--- config.mk ---
export PLATFORM = sky130hd
export DESIGN_NAME = bit_correlator
export DESIGN_NICKNAME = d
export VERILOG_FILES = /design/src/hdl/corr_pkg.sv /design/src/hdl/sum_if.sv /design/src/hdl/match_summer.sv /design/src/hdl/bit_correlator.sv
export SDC_FILE = /design/constraint.sdc
export NUM_CORES = 1
export LEC_CHECK = 0
export ABC_AREA = 1
export BUFFER_PORTS_ARGS = -buffer_cell sky130_fd_sc_hd__buf_2
export CAP_MARGIN = 20
export CORE_AREA = 3 3 196 198
export CTS_BUF_LIST = sky130_fd_sc_hd__clkbuf_4 sky130_fd_sc_hd__clkbuf_8 sky130_fd_sc_hd__clkbuf_16
export DETAILED_ROUTE_END_ITERATION = 12
export DIE_AREA = 0 0 199 201
export PLACE_DENSITY = 0.67
export REMOVE_ABC_BUFFERS = 1
export SETUP_SLACK_MARGIN = 0.1
export SLEW_MARGIN = 20
export SYNTH_ARGS = -nofsm -noshare
export SYNTH_HDL_FRONTEND = slang
export SYNTH_HIERARCHICAL = 1
export SYNTH_SLANG_ARGS = --single-unit
--- constraint.sdc ---
create_clock -name clk_in -period 15.84 [get_ports clk_in]
set_input_delay 1.584 -clock clk_in [delete_from_list [all_inputs] [get_ports clk_in]]
set_output_delay 1.584 -clock clk_in [all_outputs]
set_load 0.005 [all_outputs]
--- src/hdl/corr_pkg.sv ---
/*
  shared constants and types for the serial bit correlator.
  assumes nothing beyond a SystemVerilog compiler.
*/
package corr_pkg;
  localparam int TAP_W = 64;
  localparam int SCORE_W = 7;
  localparam int HALF_W = TAP_W / 2;
  localparam int PART_W = SCORE_W - 1;
  localparam int SYNC_DEPTH = 2;
  localparam logic [TAP_W-1:0] TAP_CLEAR = 64'h0;
  localparam logic [SCORE_W-1:0] SCORE_CLEAR = 7'h0;
  localparam logic [PART_W-1:0] PART_CLEAR = 6'h0;

  // every pin that enters from outside the clock domain
  typedef struct packed {
    logic sample_d;
    logic template_d;
    logic mask_d;
    logic sample_clk;
    logic template_clk;
    logic mask_clk;
    logic threshold_clk;
    logic summer_clk;
    logic template_copy_ctl;
    logic output_complement_ctl;
    logic output_hiz_ctl;
    logic [SCORE_W-1:0] score_pins;
  } pin_s;

  localparam pin_s PINS_CLEAR = '0;
endpackage

--- src/hdl/sum_if.sv ---
/*
  link between the correlator front end and its pipelined summer.
  assumes both ends run on the same clock.
*/
`timescale 1ns/1ps
interface sum_if
  import corr_pkg::*;
();
  logic [TAP_W-1:0] match_vec;
  logic advance;
  logic [SCORE_W-1:0] threshold;
  logic [SCORE_W-1:0] score;
  logic hit;

  modport feed (output match_vec, output advance, output threshold, input score, input hit);
  modport sum (input match_vec, input advance, input threshold, output score, output hit);
endinterface

--- src/hdl/match_summer.sv ---
/*
  three stage pipelined population count of the masked match vector,
  with the threshold comparison in the last stage.
  assumes advance is a one-cycle pulse, one per summer clock edge.
*/
`timescale 1ns/1ps
module match_summer
  import corr_pkg::*;
(
  // clock and reset
  input wire logic clk_in,
  input wire logic resetn_in,
  // link to the front end
  sum_if.sum bus
);
  logic [TAP_W-1:0] vec_ff;
  logic [TAP_W-1:0] nxt_vec;
  logic [PART_W-1:0] lo_ff;
  logic [PART_W-1:0] nxt_lo;
  logic [PART_W-1:0] hi_ff;
  logic [PART_W-1:0] nxt_hi;
  logic [SCORE_W-1:0] score_ff;
  logic [SCORE_W-1:0] nxt_score;
  logic hit_ff;
  logic nxt_hit;

  function automatic logic [PART_W-1:0] count_ones(input logic [HALF_W-1:0] v);
    logic [PART_W-1:0] c;
    c = PART_CLEAR;
    for (int i = 0; i < HALF_W; i++)
    begin
      c = c + PART_W'(v[i]);
    end
    return c;
  endfunction

  always_comb
  begin
    nxt_vec = vec_ff;
    nxt_lo = lo_ff;
    nxt_hi = hi_ff;
    nxt_score = score_ff;
    nxt_hit = hit_ff;
    // each edge moves every stage one step: score lands on the third edge
    if (bus.advance)
    begin
      nxt_vec = bus.match_vec;
      nxt_lo = count_ones(vec_ff[HALF_W-1:0]);
      nxt_hi = count_ones(vec_ff[TAP_W-1:HALF_W]);
      nxt_score = SCORE_W'(lo_ff) + SCORE_W'(hi_ff);
      nxt_hit = (nxt_score >= bus.threshold);
    end
  end

  always_ff @(posedge clk_in or negedge resetn_in)
  begin
    if (!resetn_in)
    begin
      vec_ff <= TAP_CLEAR;
      lo_ff <= PART_CLEAR;
      hi_ff <= PART_CLEAR;
      score_ff <= SCORE_CLEAR;
      hit_ff <= 1'b0;
    end
    else
    begin
      vec_ff <= nxt_vec;
      lo_ff <= nxt_lo;
      hi_ff <= nxt_hi;
      score_ff <= nxt_score;
      hit_ff <= nxt_hit;
    end
  end

  assign bus.score = score_ff;
  assign bus.hit = hit_ff;
endmodule

--- src/hdl/bit_correlator.sv ---
/*
  64 position serial bit correlator: sample, template and mask shift
  registers, reference latch, pipelined summer, threshold and output logic.
  assumes all pin clocks are slow enough to be sampled by clk_in
  (each level held for at least three clk_in cycles).
*/
// Summary of operation
// - output-complement high inverts all seven score bits on the pins.
// - output-hiz high releases the score pins; low drives the score.
// - threshold loads from score pins only while released; host drives them then.
// - template-copy control copies the whole template into the reference latch.
// - copy control held high makes the latch follow the template; low holds.
// - sample, template, mask registers each shift only on their own clock.
// - threshold register loads only on its own threshold clock.
// - summer advances on its own clock, capturing the current comparison each edge.
// - mask loads serially; a zero mask bit removes that position's match.
// - sample register: 64 positions, one bit per rising edge of its clock.
// - score for an alignment appears two summer clock edges after capture.
// - threshold flag set at each summer edge: high when the new score is at least the threshold, 0 to 127.
// - each threshold clock rising edge while output-hiz is high captures the score pins into threshold.
// - score is unsigned count of unmasked agreeing positions, top pin is msb.
`timescale 1ns/1ps
module bit_correlator
  import corr_pkg::*;
(
  // clock and reset
  input wire logic clk_in,
  input wire logic resetn_in,
  // serial data
  input wire logic sample_serial_in,
  input wire logic template_serial_in,
  input wire logic mask_serial_in,
  // pin clocks
  input wire logic sample_clk_in,
  input wire logic template_clk_in,
  input wire logic mask_clk_in,
  input wire logic threshold_clk_in,
  input wire logic summer_clk_in,
  // controls
  input wire logic template_copy_ctl_in,
  input wire logic output_complement_ctl_in,
  input wire logic output_hiz_ctl_in,
  // score pins, two-way
  input wire logic [SCORE_W-1:0] score_pins_in,
  output logic [SCORE_W-1:0] score_pins_out,
  output logic score_pins_oe_out,
  // flag
  output logic threshold_hit_flag_out
);
  logic [SYNC_DEPTH-1:0] rst_sync_ff;
  logic resetn;
  // pin image: raw, first stage, second stage, older copy for edges
  pin_s raw_pins;
  pin_s meta_ff;
  pin_s pins_ff;
  pin_s prev_ff;
  logic sample_rise;
  logic template_rise;
  logic mask_rise;
  logic threshold_rise;
  logic summer_rise;
  logic [TAP_W-1:0] sample_ff;
  logic [TAP_W-1:0] nxt_sample;
  logic [TAP_W-1:0] template_ff;
  logic [TAP_W-1:0] nxt_template;
  logic [TAP_W-1:0] mask_ff;
  logic [TAP_W-1:0] nxt_mask;
  logic [TAP_W-1:0] ref_ff;
  logic [TAP_W-1:0] nxt_ref;
  logic [SCORE_W-1:0] threshold_ff;
  logic [SCORE_W-1:0] nxt_threshold;
  logic [SCORE_W-1:0] out_ff;
  logic [SCORE_W-1:0] nxt_out;
  logic [TAP_W-1:0] match;

  sum_if link ();

  // reset release through two flip-flops
  always_ff @(posedge clk_in or negedge resetn_in)
  begin
    if (!resetn_in)
    begin
      rst_sync_ff <= '0;
    end
    else
    begin
      rst_sync_ff <= {rst_sync_ff[SYNC_DEPTH-2:0], 1'b1};
    end
  end

  assign resetn = rst_sync_ff[SYNC_DEPTH-1];

  assign raw_pins = '{
    sample_d: sample_serial_in,
    template_d: template_serial_in,
    mask_d: mask_serial_in,
    sample_clk: sample_clk_in,
    template_clk: template_clk_in,
    mask_clk: mask_clk_in,
    threshold_clk: threshold_clk_in,
    summer_clk: summer_clk_in,
    template_copy_ctl: template_copy_ctl_in,
    output_complement_ctl: output_complement_ctl_in,
    output_hiz_ctl: output_hiz_ctl_in,
    score_pins: score_pins_in
  };

  // two-stage synchroniser plus a delayed copy for edge detection
  // only pins_ff reads meta_ff: the first stage may be metastable
  always_ff @(posedge clk_in or negedge resetn)
  begin
    if (!resetn)
    begin
      meta_ff <= PINS_CLEAR;
      pins_ff <= PINS_CLEAR;
      prev_ff <= PINS_CLEAR;
    end
    else
    begin
      meta_ff <= raw_pins;
      pins_ff <= meta_ff;
      prev_ff <= pins_ff;
    end
  end

  // prev_ff clears low like the idle pin clocks, so no false edge after reset
  assign sample_rise = pins_ff.sample_clk & ~prev_ff.sample_clk;
  assign template_rise = pins_ff.template_clk & ~prev_ff.template_clk;
  assign mask_rise = pins_ff.mask_clk & ~prev_ff.mask_clk;
  assign threshold_rise = pins_ff.threshold_clk & ~prev_ff.threshold_clk;
  assign summer_rise = pins_ff.summer_clk & ~prev_ff.summer_clk;

  // data was sampled alongside its clock, so prev_ff holds the bit present at the edge
  always_comb
  begin
    nxt_sample = sample_ff;
    nxt_template = template_ff;
    nxt_mask = mask_ff;
    nxt_ref = ref_ff;
    nxt_threshold = threshold_ff;
    if (sample_rise)
    begin
      nxt_sample = {sample_ff[TAP_W-2:0], prev_ff.sample_d};
    end
    if (template_rise)
    begin
      nxt_template = {template_ff[TAP_W-2:0], prev_ff.template_d};
    end
    if (mask_rise)
    begin
      nxt_mask = {mask_ff[TAP_W-2:0], prev_ff.mask_d};
    end
    // level follower: a held control tracks every template shift
    if (pins_ff.template_copy_ctl)
    begin
      nxt_ref = template_ff;
    end
    // a threshold edge while the pins are driven is dropped without trace
    if (threshold_rise && pins_ff.output_hiz_ctl)
    begin
      nxt_threshold = prev_ff.score_pins;
    end
    // complement at the output flop: shows one cycle after the synced control
    if (pins_ff.output_complement_ctl)
    begin
      nxt_out = ~link.score;
    end
    else
    begin
      nxt_out = link.score;
    end
  end

  always_ff @(posedge clk_in or negedge resetn)
  begin
    if (!resetn)
    begin
      sample_ff <= TAP_CLEAR;
      template_ff <= TAP_CLEAR;
      mask_ff <= TAP_CLEAR;
      ref_ff <= TAP_CLEAR;
      threshold_ff <= SCORE_CLEAR;
      out_ff <= SCORE_CLEAR;
    end
    else
    begin
      sample_ff <= nxt_sample;
      template_ff <= nxt_template;
      mask_ff <= nxt_mask;
      ref_ff <= nxt_ref;
      threshold_ff <= nxt_threshold;
      out_ff <= nxt_out;
    end
  end

  // position 0 holds the newest bit of every register
  // agreement per position, gated by the mask
  genvar g;
  generate
    for (g = 0; g < TAP_W; g++)
    begin : g_match
      assign match[g] = ~(sample_ff[g] ^ ref_ff[g]) & mask_ff[g];
    end
  endgenerate

  // the summer sees pin events through the same synchroniser depth
  assign link.match_vec = match;
  assign link.advance = summer_rise;
  assign link.threshold = threshold_ff;

  match_summer summer (
    .clk_in(clk_in),
    .resetn_in(resetn),
    .bus(link.sum)
  );

  // enable comes straight from the second sync stage, so it cannot glitch
  assign score_pins_out = out_ff;
  assign score_pins_oe_out = ~pins_ff.output_hiz_ctl;
  assign threshold_hit_flag_out = link.hit;
endmodule

==> flow_summary.ini <==
[min_path]
worst_hold_path.num_cells = 0
holdCritStartpoint = meta_ff[8]
timing.hold.worst.class = flop to flop
hold-path-endpoint = pins_ff[8]

[final_layout]
layout.core_utilization_pct = 54.39
ant_cells = 0
post_synthesis_to_final_layout_area_growth_pct = 9.416
num-nets-final = 2127
final_design_instance_area_without_fill_sq_mm = 0.01996
fillers = 3237
post_route_insts_no_fill = 2527
layout-drive-gt1-share_pct = 7.042

[place]
dp_hpwl_microns = 21980
detailedPlace.worstSlack_ns = 10.28
final_wtd_congestion = 0.8183
dpl_cell_area_sq_mm = 0.01842
place_inst = 2448
port_buffers = 28

[clock_tree]
clkSlewWorstSetupHoldPaths_ns = 0.06
tritoncts_num_sinks = 407
cts_tree = yes
cts-root-to-sink-buffers = 3
htree_levels = 2
cts.repair.resized = 0
clk_root_buffer_cell = sky130_fd_sc_hd__clkbuf_16
clk_latency_worst_skew_pair_ns = 0.56
post_cts_hold_buffer_count = 0
post-cts-setup-buffers = 0
cts-buffers-inserted = 43

[floorplanning]
fp.dieW_microns = 199
num_rows = 70
core_area_sq_mm = 0.03670
io_pins = 29
initial_utilization_pct = 49.71
die_h_microns = 201
die_area_sq_mm = 0.04000

[detailed_routing]
detailroute.via_count = 12890
drc = 0
routed_wire_length_per_instance_microns = 14.72
wirelength_microns = 37200
routed_via_density = 5.102
postRouteAntennaNets = 0
detailedRoute.firstIterationViolations = 913
drt_first_pass_iters = 5

[timing]
finalSetupViolCount = 0
layout_setup_ws_ns = 10.23
slew_violations = 0
timing.slew.headroom_pct = 32.97
rsz0062_at_grt = false
timing.fmax_mhz = 178.1
period_needed_ns = 5.613
post-route-period-util_pct = 35.44
hold-worst-slack_ns = 0.3457
report.final.hold_viol_count = 0
fin_setup_tns_ns = 0
timing_worst_slew_pin_value_ns = 1.005
skew_ns = 0.01670

[critical_path]
reg2reg_from = summer/vec_ff[0]
worst_endpoint_data_arrival_time_ns = 6.09
worst_ep_required_time_ns = 16.31
worst_setup_path_end_kind = flop
worstSetupStartpoint = summer/vec_ff[0]
r2r-end = summer/lo_ff[4]
critical_path_class = flop to flop
startpoint_type = flop
r2r_setup_slack_ns = 10.23
cp_max_fo = 3
worst-r2r-cell-count = 22

[global_routing]
grt_pass1_vias = 12840
grt_start_max_net_pins = 104
antenna_found_initial = 0
track_usage_pct = 19.52
grt_overflow = 0
grt_pass1_wl_microns = 64310

[logic_synthesis]
yosysWarnings = 6
post_synth_num_cell_types = 31
syn_area_sq_mm = 0.01824
postSynthAreaPerCell_sq_um = 8.987
synth_sequential_area_ratio_pct = 55.83
number_of_cells_produced_by_synthesis = 2030
postSynthRegisterBits = 407

[power_and_ir_drop]
power.density_cell_area_mw_per_mm2 = 123.0
max-vdd-ir-drop_v = 0.00007382
p_leak_nw = 10.57
total_power_mw = 2.455

[run]
max_cap_viol_count = 0

[status]
outcome = complete, no violations
report_power, final:
| part | leakage [nW] | internal [mW] | switching, mW |
|---|---|---|---|
| clock | 0.774 | 0.657 | 0.408 |
| sequential | 5.48 | 1.10 | 0.0406 |
| combinational | 4.31 | 0.0876 | 0.162 |
cell usage in the layout, fill, tap and decap left out, types with 3 or more instances in the layout:
cell type	Yosys	routed
sky130_fd_sc_hd__o21ai_1	5	5
sky130_fd_sc_hd__nand3_1	206	206
sky130_fd_sc_hd__xor2_1	8	8
sky130_fd_sc_hd__inv_2	0	3
sky130_fd_sc_hd__clkinv_2	0	7
sky130_fd_sc_hd__fa_1	50	50
sky130_fd_sc_hd__o21ai_2	3	3
sky130_fd_sc_hd__buf_4	32	17
sky130_fd_sc_hd__a21oi_1	10	10
sky130_fd_sc_hd__clkbuf_16	0	45
sky130_fd_sc_hd__buf_2	33	28
sky130_fd_sc_hd__dfrtp_2	0	3
sky130_fd_sc_hd__ha_1	32	32
sky130_fd_sc_hd__dfrtp_1	407	402
sky130_fd_sc_hd__nand4_1	7	7
sky130_fd_sc_hd__nand2_2	4	4
sky130_fd_sc_hd__bufinv_16	0	3
sky130_fd_sc_hd__nor2_1	141	140
sky130_fd_sc_hd__nand2_1	775	775
sky130_fd_sc_hd__clkbuf_8	0	17
sky130_fd_sc_hd__clkbuf_4	1	6
sky130_fd_sc_hd__inv_1	173	170
sky130_fd_sc_hd__o21ai_0	100	100
layout make-up:
type | count | area (sq um) | area share, %
Clock buffer | 68 | 1405 | 7.039
Clock inverter | 11 | 132.6 | 0.6644
Inverter | 174 | 655.6 | 3.284
Multi-Input combinational cell | 1354 | 6719 | 33.66
Sequential cell | 407 | 10200 | 51.08
Tap cell | 468 | 585.6 | 2.933
Timing Repair Buffer | 45 | 267.8 | 1.341
cells by family (layout without fill, tap and decap cells):
kind of cell	count (synthesis)	count (layout)	share of synthesized area, %
other	1	1	0.02055
XOR/XNOR	9	9	0.4733
AND/OR/NAND/NOR	1139	1139	25.11
buffers and inverters	269	298	7.386
adder cells (fa/ha/maj)	82	82	7.681
flip-flops	407	407	55.83
AO/OA/AOI/OAI	123	123	3.498
synthesized netlist by cell type, drive strengths merged:
master  count  area, sq um
nand3     207         1041
inv       174        655.6
conb        1        3.750
nand4       7        43.79
clkbuf      8        38.79
a21oi      10        50.05
nor2      141        529.3
nand2     779         2934
o21ai     108        551.8
buf        87        653.1
a31oi       2        12.51
a21boi      1        7.510
xor2        9        86.34
or2         1        6.260
fa         50         1001
nand3b      2        15.01
dfrtp     407        10180
a21o        2        16.27
ha         32        400.4
and2        2        12.51
metal layers:
metal	track usage (%)	up-vias	part of all wire [%]
li1	-	6275	-
met5	0	-	0
met3	3.273	60	4.8
met1	29.15	6289	49
met4	6.426	0	2.8
met2	29.22	269	44
registers in the layout (all words and copies together), names as in the netlist:
name / flops
score_pins_out: 7
summer/bus.score: 7
summer/hi_ff: 6
ref_ff: 64
sample_ff: 64
template_ff: 64
pins_ff: 18
prev_ff: 15
mask_ff: 64
link.threshold: 7
summer/lo_ff: 6
meta_ff: 18
summer/bus.hit: 1
summer/vec_ff: 64
rst_sync_ff: 2
worst max-delay path, cell delays in order (launching register included):
cell and delay (ns):
sky130_fd_sc_hd__dfrtp_1 0.40, sky130_fd_sc_hd__fa_1 0.53, sky130_fd_sc_hd__inv_1 0.05, sky130_fd_sc_hd__fa_1 0.47, sky130_fd_sc_hd__inv_1 0.05, sky130_fd_sc_hd__fa_1 0.47, sky130_fd_sc_hd__inv_1 0.05, sky130_fd_sc_hd__fa_1 0.47
sky130_fd_sc_hd__inv_1 0.05, sky130_fd_sc_hd__fa_1 0.47, sky130_fd_sc_hd__inv_1 0.06, sky130_fd_sc_hd__fa_1 0.46, sky130_fd_sc_hd__fa_1 0.51, sky130_fd_sc_hd__fa_1 0.41, sky130_fd_sc_hd__inv_1 0.07, sky130_fd_sc_hd__ha_1 0.16
sky130_fd_sc_hd__inv_1 0.06, sky130_fd_sc_hd__fa_1 0.35, sky130_fd_sc_hd__inv_1 0.09, sky130_fd_sc_hd__nand3_1 0.09, sky130_fd_sc_hd__nand2_1 0.08, sky130_fd_sc_hd__nand2_1 0.05, sky130_fd_sc_hd__a31oi_1 0.11
how the worst max path moves through the flow:
stage	depth (start not counted)	slack [ns]	to
CTS	22	10.23	summer/lo_ff[4]
finish	22	10.23	summer/lo_ff[4]
global placement	22	10.31	summer/lo_ff[4]
global route	22	9.96	summer/lo_ff[4]
floorplan	0	3.66	link.threshold[0]
detailed placement	22	10.28	summer/lo_ff[4]
Power figures use the tool's default switching activity.
